--- src/sfr_pkg.sv ---
package sfr_pkg;

   // Opcodes of the read commands handled here
   localparam logic [7:0] OPC_CAR_LEGACY = 8'he8;
   localparam logic [7:0] OPC_CAR_FAST   = 8'h0b;
   localparam logic [7:0] OPC_CAR_SLOW   = 8'h03;
   localparam logic [7:0] OPC_PAGE_READ  = 8'hd2;
   localparam logic [7:0] OPC_BUF_FAST   = 8'hd4;
   localparam logic [7:0] OPC_BUF_SLOW   = 8'hd1;

   // Field widths and layout of the three address bytes
   localparam int         OPC_W        = 8;
   localparam int         ADDR_W       = 24;
   localparam int         PAGE_W       = 9;
   localparam int         BYTE_W       = 9;
   localparam int         TX_W         = 64;
   localparam int         CNT_W        = 20;
   localparam int         WIDE_PAGE_LO = 9;
   localparam int         BIN_PAGE_LO  = 8;
   localparam logic [8:0] LAST_WIDE    = 9'h107;
   localparam logic [8:0] LAST_BIN     = 9'h0ff;

   // Don't-care bit counts after the address
   localparam logic [5:0] DUMMY_NONE  = 6'h00;
   localparam logic [5:0] DUMMY_SHORT = 6'h08;
   localparam logic [5:0] DUMMY_LONG  = 6'h20;

   // Serial clock limits (MHz) and the host divider built from the 10 MHz clock
   localparam int REF_CLK_MHZ           = 10;
   localparam int FAST_READ_CLOCK_LIMIT = 66;
   localparam int SLOW_READ_CLOCK_LIMIT = 33;
   localparam int SCK_HALF_MIN          = 2;
   localparam int SCK_HALF_CYC          = (REF_CLK_MHZ / (2 * SLOW_READ_CLOCK_LIMIT)) > SCK_HALF_MIN
                                        ? (REF_CLK_MHZ / (2 * SLOW_READ_CLOCK_LIMIT)) : SCK_HALF_MIN;

   // Read kinds, one-hot
   typedef enum logic [3:0]
   {
      RD_NONE = 4'h1,
      RD_CONT = 4'h2,
      RD_PAGE = 4'h4,
      RD_BUF  = 4'h8
   } sfr_rd_t;

   // Device front-end states
   typedef enum logic [5:0]
   {
      D_IDLE   = 6'h01,
      D_OPC    = 6'h02,
      D_ADDR   = 6'h04,
      D_DUMMY  = 6'h08,
      D_DATA   = 6'h10,
      D_IGNORE = 6'h20
   } sfr_dev_st_t;

   // Host sequencer states
   typedef enum logic [5:0]
   {
      H_IDLE  = 6'h01,
      H_LEAD  = 6'h02,
      H_LOW   = 6'h04,
      H_HIGH  = 6'h08,
      H_TRAIL = 6'h10,
      H_GAP   = 6'h20
   } sfr_host_st_t;

   // Opcode to read kind
   function automatic sfr_rd_t sfr_decode(input logic [7:0] opc);
      sfr_rd_t k;
      case (opc)
         OPC_CAR_LEGACY, OPC_CAR_FAST, OPC_CAR_SLOW: k = RD_CONT;
         OPC_PAGE_READ:                              k = RD_PAGE;
         OPC_BUF_FAST, OPC_BUF_SLOW:                 k = RD_BUF;
         default:                                    k = RD_NONE;
      endcase
      return k;
   endfunction : sfr_decode

   // Don't-care bits between address and data
   function automatic logic [5:0] sfr_dummy_bits(input logic [7:0] opc);
      logic [5:0] d;
      case (opc)
         OPC_CAR_LEGACY, OPC_PAGE_READ:           d = DUMMY_LONG;
         OPC_CAR_FAST, OPC_BUF_FAST, OPC_BUF_SLOW: d = DUMMY_SHORT;
         default:                                 d = DUMMY_NONE;
      endcase
      return d;
   endfunction : sfr_dummy_bits

endpackage : sfr_pkg

--- src/sfr_if.sv ---
interface sfr_if;
   logic cs_n;
   logic sck;
   logic si;
   logic so_drv;
   logic so_oe_n;
   // Released output reads as a pulled-up line
   wire  so_line = so_oe_n ? 1'b1 : so_drv;

   modport dev
   (
      input  cs_n,
      input  sck,
      input  si,
      output so_drv,
      output so_oe_n
   );

   modport host
   (
      output cs_n,
      output sck,
      output si,
      input  so_line
   );
endinterface : sfr_if

--- src/sfr_dev.sv ---
module sfr_dev
   import sfr_pkg::*;
(
   // Clock and reset
   input  wire logic                     ref_clk,
   input  wire logic                     nrst,
   // Serial link
   sfr_if.dev                            lnk,
   // Configuration
   input  wire logic                     page_size_bin,
   // Storage read port
   output logic      [sfr_pkg::PAGE_W-1:0] mem_page,
   output logic      [sfr_pkg::BYTE_W-1:0] mem_byte,
   output logic                          mem_buf_sel,
   output logic                          mem_rd,
   input  wire logic [7:0]               mem_data
);
   import sfr_pkg::*;

   typedef struct packed
   {
      sfr_dev_st_t          st;
      sfr_rd_t              kind;
      logic [ADDR_W-1:0]    sh;
      logic [5:0]           cnt;
      logic [5:0]           dmy;
      logic [PAGE_W-1:0]    page;
      logic [BYTE_W-1:0]    byte_ofs;
      logic [6:0]           obuf;
      logic                 so_bit;
      logic                 oe_n;
      logic                 sck_q;
      logic                 cs_q;
   } sfr_dev_state_t;

   sfr_dev_state_t r_reg;
   sfr_dev_state_t r_next;

   logic              rise;
   logic              fall;
   logic [ADDR_W-1:0] addr_in;
   logic [7:0]        opc_in;
   logic [8:0]        last_byte;
   logic              at_last;
   logic              fetch;

   // Edge detection of the serial clock in the system clock domain
   assign rise      = lnk.sck & ~r_reg.sck_q;
   assign fall      = ~lnk.sck & r_reg.sck_q;
   assign addr_in   = {r_reg.sh[ADDR_W-2:0], lnk.si};
   assign opc_in    = addr_in[OPC_W-1:0];
   assign last_byte = page_size_bin ? LAST_BIN : LAST_WIDE;
   assign at_last   = r_reg.byte_ofs >= last_byte;
   assign fetch     = (r_reg.st == D_DATA) && fall && (r_reg.cnt[2:0] == 3'h0) && !lnk.cs_n;

   // Storage port follows the address registers
   assign mem_page    = r_reg.page;
   assign mem_byte    = r_reg.byte_ofs;
   assign mem_buf_sel = (r_reg.kind == RD_BUF);
   assign mem_rd      = fetch;
   assign lnk.so_drv  = r_reg.so_bit;
   assign lnk.so_oe_n = r_reg.oe_n;

   // Next-state logic of the whole front end
   always_comb
   begin
      r_next       = r_reg;
      r_next.sck_q = lnk.sck;
      r_next.cs_q  = lnk.cs_n;
      if (lnk.cs_n)
      begin
         // Deselect aborts everything at once
         r_next.st   = D_IDLE;
         r_next.oe_n = 1'b1;
         r_next.cnt  = 6'h00;
      end
      else
      begin
         case (r_reg.st)
            D_IDLE:
            begin
               // Only a real falling edge opens a frame
               if (r_reg.cs_q)
               begin
                  r_next.st  = D_OPC;
                  r_next.cnt = 6'h00;
               end
            end
            D_OPC:
            begin
               if (rise)
               begin
                  r_next.sh  = addr_in;
                  r_next.cnt = r_reg.cnt + 6'h01;
                  if (r_reg.cnt == 6'h07)
                  begin
                     r_next.kind = sfr_decode(opc_in);
                     r_next.dmy  = sfr_dummy_bits(opc_in);
                     r_next.cnt  = 6'h00;
                     // Unknown opcodes park until deselect
                     r_next.st = (sfr_decode(opc_in) == RD_NONE) ? D_IGNORE : D_ADDR;
                  end
               end
            end
            D_ADDR:
            begin
               if (rise)
               begin
                  r_next.sh  = addr_in;
                  r_next.cnt = r_reg.cnt + 6'h01;
                  if (r_reg.cnt == 6'h17)
                  begin
                     r_next.cnt = 6'h00;
                     if (r_reg.kind == RD_BUF)
                     begin
                        r_next.page     = '0;
                        // High bits of the buffer address are ignored
                        r_next.byte_ofs = page_size_bin ? {1'b0, addr_in[7:0]}
                                                        : addr_in[BYTE_W-1:0];
                     end
                     else if (page_size_bin)
                     begin
                        r_next.page     = addr_in[BIN_PAGE_LO +: PAGE_W];
                        r_next.byte_ofs = {1'b0, addr_in[7:0]};
                     end
                     else
                     begin
                        r_next.page     = addr_in[WIDE_PAGE_LO +: PAGE_W];
                        r_next.byte_ofs = addr_in[BYTE_W-1:0];
                     end
                     r_next.st = (r_reg.dmy == DUMMY_NONE) ? D_DATA : D_DUMMY;
                  end
               end
            end
            D_DUMMY:
            begin
               // Don't-care bits are counted and dropped
               if (rise)
               begin
                  r_next.cnt = r_reg.cnt + 6'h01;
                  if (r_reg.cnt == r_reg.dmy - 6'h01)
                  begin
                     r_next.cnt = 6'h00;
                     r_next.st  = D_DATA;
                  end
               end
            end
            D_DATA:
            begin
               if (fall)
               begin
                  r_next.oe_n = 1'b0;
                  r_next.cnt  = {3'h0, r_reg.cnt[2:0] + 3'h1};
                  if (fetch)
                  begin
                     // Whole byte taken at once, then streamed out
                     r_next.so_bit = mem_data[7];
                     r_next.obuf   = mem_data[6:0];
                     r_next.byte_ofs = at_last ? '0 : r_reg.byte_ofs + 9'h001;
                     if (at_last && r_reg.kind == RD_CONT)
                     begin
                        r_next.page = r_reg.page + 9'h001;
                     end
                     // Page read keeps its page on wrap
                     if (r_reg.kind == RD_PAGE)
                     begin
                        r_next.page = r_reg.page;
                     end
                  end
                  else
                  begin
                     r_next.so_bit = r_reg.obuf[6];
                     r_next.obuf   = {r_reg.obuf[5:0], 1'b0};
                  end
               end
            end
            D_IGNORE:
            begin
               r_next.oe_n = 1'b1;
            end
            default:
            begin
               r_next.st = D_IDLE;
            end
         endcase
      end
   end

   // State register
   always_ff @(posedge ref_clk or negedge nrst)
   begin
      if (!nrst)
      begin
         r_reg.st       <= D_IDLE;
         r_reg.kind     <= RD_NONE;
         r_reg.sh       <= '0;
         r_reg.cnt      <= 6'h00;
         r_reg.dmy      <= 6'h00;
         r_reg.page     <= '0;
         r_reg.byte_ofs <= '0;
         r_reg.obuf     <= 7'h00;
         r_reg.so_bit   <= 1'b0;
         r_reg.oe_n     <= 1'b1;
         r_reg.sck_q    <= 1'b0;
         r_reg.cs_q     <= 1'b1;
      end
      else
      begin
         r_reg <= r_next;
      end
   end

endmodule : sfr_dev

--- src/flat_wrapper.sv ---
// flat-port wrapper written by rule: the top's interface ports become plain ports
module sfr_dev_flat import sfr_pkg::*;
  (ref_clk, nrst, page_size_bin, mem_page, mem_byte, mem_buf_sel, mem_rd, mem_data, lnk_cs_n, lnk_sck, lnk_si, lnk_so_drv, lnk_so_oe_n);
  sfr_if lnk_i ();
  input  wire logic ref_clk;
  input  wire logic nrst;
  input  wire logic page_size_bin;
  output logic      [sfr_pkg::PAGE_W-1:0] mem_page;
  output logic      [sfr_pkg::BYTE_W-1:0] mem_byte;
  output logic mem_buf_sel;
  output logic mem_rd;
  input  wire logic [7:0] mem_data;
  input wire logic [$bits(lnk_i.cs_n)-1:0] lnk_cs_n;
  input wire logic [$bits(lnk_i.sck)-1:0] lnk_sck;
  input wire logic [$bits(lnk_i.si)-1:0] lnk_si;
  output wire logic [$bits(lnk_i.so_drv)-1:0] lnk_so_drv;
  output wire logic [$bits(lnk_i.so_oe_n)-1:0] lnk_so_oe_n;
  assign lnk_i.cs_n = lnk_cs_n;
  assign lnk_i.sck = lnk_sck;
  assign lnk_i.si = lnk_si;
  assign lnk_so_drv = lnk_i.so_drv;
  assign lnk_so_oe_n = lnk_i.so_oe_n;
  sfr_dev u_core (.ref_clk(ref_clk), .nrst(nrst), .lnk(lnk_i), .page_size_bin(page_size_bin), .mem_page(mem_page), .mem_byte(mem_byte), .mem_buf_sel(mem_buf_sel), .mem_rd(mem_rd), .mem_data(mem_data));
endmodule
--- config.mk ---
export PLATFORM = sky130hd
export DESIGN_NAME = sfr_dev_flat
export DESIGN_NICKNAME = d
export VERILOG_FILES = /design/src/sfr_pkg.sv /design/src/sfr_if.sv /design/src/sfr_dev.sv /design/src/flat_wrapper.sv
export SDC_FILE = /design/constraint.sdc
export NUM_CORES = 1
export LEC_CHECK = 0
export ABC_AREA = 0
export BUFFER_PORTS_ARGS = -buffer_cell sky130_fd_sc_hd__buf_2
export CAP_MARGIN = 20
export CORE_UTILIZATION = 35
export CTS_BUF_LIST = sky130_fd_sc_hd__clkbuf_16
export DETAILED_ROUTE_END_ITERATION = 12
export PLACE_DENSITY = 0.59
export SLEW_MARGIN = 30
export SYNTH_ARGS = -nofsm -noshare
export SYNTH_HDL_FRONTEND = slang
export SYNTH_SLANG_ARGS = --single-unit
--- constraint.sdc ---
create_clock -name ref_clk -period 2.8 [get_ports ref_clk]
set_input_delay 0.28 -clock ref_clk [delete_from_list [all_inputs] [get_ports ref_clk]]
set_output_delay 0.28 -clock ref_clk [all_outputs]
set_load 0.01 [all_outputs]
# After elaboration in Yosys (flattened, before gate mapping)
# Cells that the tools add are included.
[totals]
out_inout_bits = 22
word_cells = 124
ff_bits = 74
in_bits = 14
[classes]
mux = 42
n_bitwise = 5
n_lt_le_gt_ge = 1
addsub = 5
n_eq_ne = 35
n_reduce_logical = 24
[ops]
columns = ["op", "count"]
rows = [
  ["$mux 18", 5],
  ["$mux 6", 13],
  ["$pmux 6 s5", 2],
  ["$mux 46", 1],
  ["$pmux 23 s2", 1],
  ["$mux 9", 5],
  ["$pmux 18 s2", 1],
  ["$eq 8x8->1 const B", 4],
  ["$mux 29", 1],
  ["$mux 27", 1],
  ["$ne 3x2->1 const B", 8],
  ["$add 9x1->9 const B", 2],
  ["$mux 4", 4],
  ["$reduce_and 8->1", 2],
  ["$eq 6x3->1 const B", 2],
  ["$eq 6x5->1 const B", 2],
  ["$mux 12", 1],
  ["$pmux 4 s3", 1],
  ["$pmux 6 s2", 1],
  ["$reduce_and 6->1", 2],
  ["$mux 10", 1],
  ["$ne 2x1->1 const B", 5],
  ["$ge 9x9->1", 1],
  ["$eq 8x2->1 const B", 1],
  ["32 further kinds", 45],
]

# Longest topological paths before layout
[logic_depth]
word_depth = 13
depth_mapped = 10
depth_no_buf = 8

# Worst setup path before layout
# No wires, ideal clock.
[synth_path]
path_kind = "input to register"
start = "in page_size_bin"
end = "reg u_core.r_reg (netlist bit u_core.mem_page[0])"
required_ns = 2.675
cell_stages = 10
arrival_time_ns = 2.710
setup_ns = 0.125
path_slack_ns = -0.036
n_path_buf = 2
path_cell_list = "clkbuf_1 > inv_1 > ha_1 > a211oi_1 > o21ai_0 > a221oi_2 > o21ba_2 > or2_1 > buf_6 > mux2_4"
[synth_via]
elab_chain_cells = 5
word_cells_on_any_way = 10
classes_between = "order compare (1); eq/ne (1); mux (6); reduce/logical (2)"
[synth_lines]
columns = ["element", "line", "rtl"]
rows = [
  ["start: declaration", "flat_wrapper.sv:7", "input wire logic page_size_bin;"],
  ["$mux 9 / $mux 18 (equally long branches)", "sfr_dev.sv:52, sfr_dev.sv:121", ""],
  ["$ge 9x9->1 / $mux 18 (equally long branches)", "sfr_dev.sv:53, sfr_dev.sv:114", ""],
  ["$logic_and 1x1->1 / $mux 18 (equally long branches)", "sfr_dev.sv:160, sfr_dev.sv:111", ""],
  ["$ne 2x2->1 (no source line) / $mux 18 (equally long branches)", "-", ""],
  ["$reduce_and 8->1 (no source line) / $pmux 18 s2 (equally long branches)", "-", ""],
  ["end signal: assignment", "sfr_dev.sv:209", "r_reg <= r_next;"],
  ["end: declaration", "sfr_dev.sv:36", "sfr_dev_state_t r_reg;"],
]
# Several ways; a longest one is shown, not always the timed one. The select of a mux whose other input is x is not followed.
# A chain may end at the register's enable or synchronous reset.

# Final worst setup path
[layout_path]
start = "reg u_core.r_reg[70] in the netlist's numbering"
end = "out mem_rd"
[layout_via]
elab_chain_cells = 4
[layout_lines]
columns = ["element", "line", "rtl"]
rows = [
  ["$eq 6x5->1", "sfr_dev.sv:54", "assign fetch = (r_reg.st == D_DATA) && fall && (r_reg.cnt[2:0] == 3'h0) && !lnk.cs_n;"],
  ["$logic_and 1x1->1 (3 in a row)", "sfr_dev.sv:54", ""],
  ["end: declaration", "flat_wrapper.sv:11", "output logic mem_rd;"],
]
# Every way passes these cells.

==> results.toml <==
[synth]
ys_ff_latch = 64
synth_top_flop_cell = "dfrtp_1"
async_reset_ff_frac = 1.00
yosysUniqueCellTypes = 73
synth-edff-count = 0
yosysWarnings = 0
synthesis.nets = 443
ys_seq_area_frac = 0.401
syn-instance-count = 418
syn-cell-area_um2 = 4010
postSynthAreaPerCell_um2 = 9.59

[finish]
area_growth_pct = 11.7
diodes = 0
layout.nets = 462
largest_reg_flops = 27
finalCoreUtilization = 0.408
drive_gt1_frac = 0.233

[route]
drc = 0
drtPass1Iterations = 4
vias = 3134
viasPerCell = 5.38
drt.antenna.violating_nets = 0
drt-total-wl_um = 8650
routedWlPerCell_um = 14.9
drt-initial-drc-count = 158

[clock_network]
cts_buffers = 9
htree_levels = 3
cts.sinks = 64
cts_tree = "yes"
cts_resized = 0
cts_max_path_buffers = 2
cts_root_buffer = "clkbuf_16"
insertion_delay_ns = 0.33
clkTransAtPathRegs_ns = 0.05

[placement]
dpl.hpwl_um = 6360
place_congestion = 0.856
port_buffers = 35

[sta]
finClkSkew_ns = 0.00888
maxSlewViolCount = 0
worstMarginPinSlew_ns = 0.913
hold_viol = 0
max_slew_margin = 0.391
finalSetupViolCount = 0
timing.final.crit_share = 0.888
finalCriticalPeriod_ns = 2.49
rsz0062_at_grt = "false"
fin_setup_tns_ns = 0
fmax_mhz = 402

[worst_setup_path]
regToRegSetupSlack_ns = 0.32
endpoint_kind = "output pin"
crit_path_top_delay_cell = "dfrtp_1"
crit_path_max_fanout = 17
crit_type = "flop to output pin"
max_stage_delay_ns = 0.49
required_ns = 2.52
worstPathCellList = "nor4_2, nand4b_1, or2_2, nor2_1, buf_2"
cp.arrival_ns = 2.21
start_kind = "flop"
critPathTopFamily = "simple AND/OR/NAND/NOR gates"
critPathBufInv = 1

[global_route]
antenna_found_initial = 0
grt_start_max_net_pins = 27
grt_first_pass_wirelength_um = 15200
overflow = 0
grt_pass1_vias = 3096
grt_use_total = 0.164

[power_and_ir_drop]
ir_worst_vdd_mv = 0.310
power_density_nw_per_um2 = 526
static-leakage-power_nw = 2.07

[run]
maxCapViolations = 0

[floorplan]
dieArea_um2 = 11900
start_util = 0.365
io_pins = 36
rows = 38
core_area_um2 = 11000
die_h_um = 109
die_w_um = 109

[outcome]
outcome = "finished, final reports clean"

[worst_hold_path]
worstHoldPathType = "primary input to flop"
## layout make-up
type                    count  area, um^2
inverters                  14        53.8
well taps                 140         175
fillers                  1059        6500
clock buffers               9         225
flip-flops and latches     64        1610
repair buffers             46         260
multi-input cells         302        2100
clock inverters             7        55.1
## power by group
part | internal (W) | switching, W | leakage [nW] | total [W]
clock network | 0.000672 | 0.000382 | 0.147 | 0.00105
registers | 0.000956 | 0.0000562 | 0.851 | 0.00101
logic | 0.000129 | 0.000164 | 1.07 | 0.000292
total | 0.00176 | 0.000602 | 2.07 | 0.00236
## cell families (layout without fill, tap and decap cells)
logic type	after synthesis	after routing	synth area share
multiplexers	40	40	0.108
AO/OA/AOI/OAI	101	101	0.175
adder cells (fa/ha/maj)	11	11	0.0343
buffers and inverters	52	76	0.0746
XOR/XNOR	5	5	0.0109
AND/OR/NAND/NOR	145	145	0.196
flip-flops	64	64	0.401
## synthesized netlist by cell type, types with 12 or more instances
cell type	instances	share of area
dfrtp_1	60	0.37
nand2_1	35	0.033
o21ai_0	33	0.041
nor2_1	27	0.025
mux2_2	19	0.053
mux2i_1	19	0.047
nand3_1	19	0.024
buf_4	18	0.034
inv_1	13	0.012
a21oi_1	12	0.015
nand2b_1	12	0.019
nor3_1	12	0.015
## timing repair
item                                   CTS  global route
buffers inserted                         0             0
endpoints found under the hold margin   20             0
hold buffers                             1             0
## path summary, 6_finish.rpt
check	cells past startpoint	start	end
max	5	u_core.r_reg[70]	mem_rd
min	1	lnk_sck	u_core.r_reg[1]
max reg2reg	7	u_core.mem_byte[4]	u_core.mem_page[0]
min reg2reg	2	u_core.lnk.so_drv	u_core.lnk.so_drv
max in group asynchronous	3	nrst	u_core.r_reg[65]
min in group asynchronous	2	nrst	u_core.mem_page[8]
## per-stage QoR
step                power, W  std cells  cell area (um^2)  hold WS (ns)  worst slack (ns)
global route         0.00248        582              4480        0.0970            0.0654
floorplan            0.00125        418              4010       -0.0156             0.213
finish               0.00236        582              4480         0.105             0.312
CTS                  0.00239        582              4480        0.0972             0.286
detailed placement   0.00132        565              4190         0.287             0.247
global placement     0.00132        565              4190         0.281             0.312
## cell usage in the layout (no fill, tap or decap), types with 3 or more instances in the layout
master	count
dfrtp_1	60
nand2_1	35
buf_2	35
o21ai_0	33
nor2_1	27
nand3_1	19
mux2i_1	19
mux2_2	19
inv_1	15
nor3_1	12
nand2b_1	12
a21oi_1	12
ha_1	11
buf_4	10
a22o_1	9
clkbuf_16	9
o22ai_1	6
and3_1	6
a31oi_1	6
o31ai_1	5
nor2b_1	4
o211ai_1	4
dfstp_2	4
or2_2	3
nor4b_1	3
xor2_1	3
clkinv_2	3
## per-layer routing
layer	share of wire	vias up	wire, um	track usage
met5	0	-	0	0
met4	0.019	0	167	0.0772
met3	0.034	15	293	0.0335
met2	0.47	50	4030	0.253
met1	0.48	1517	4160	0.220
li1	-	1552	-	-
(Power assumes the default switching activity.)
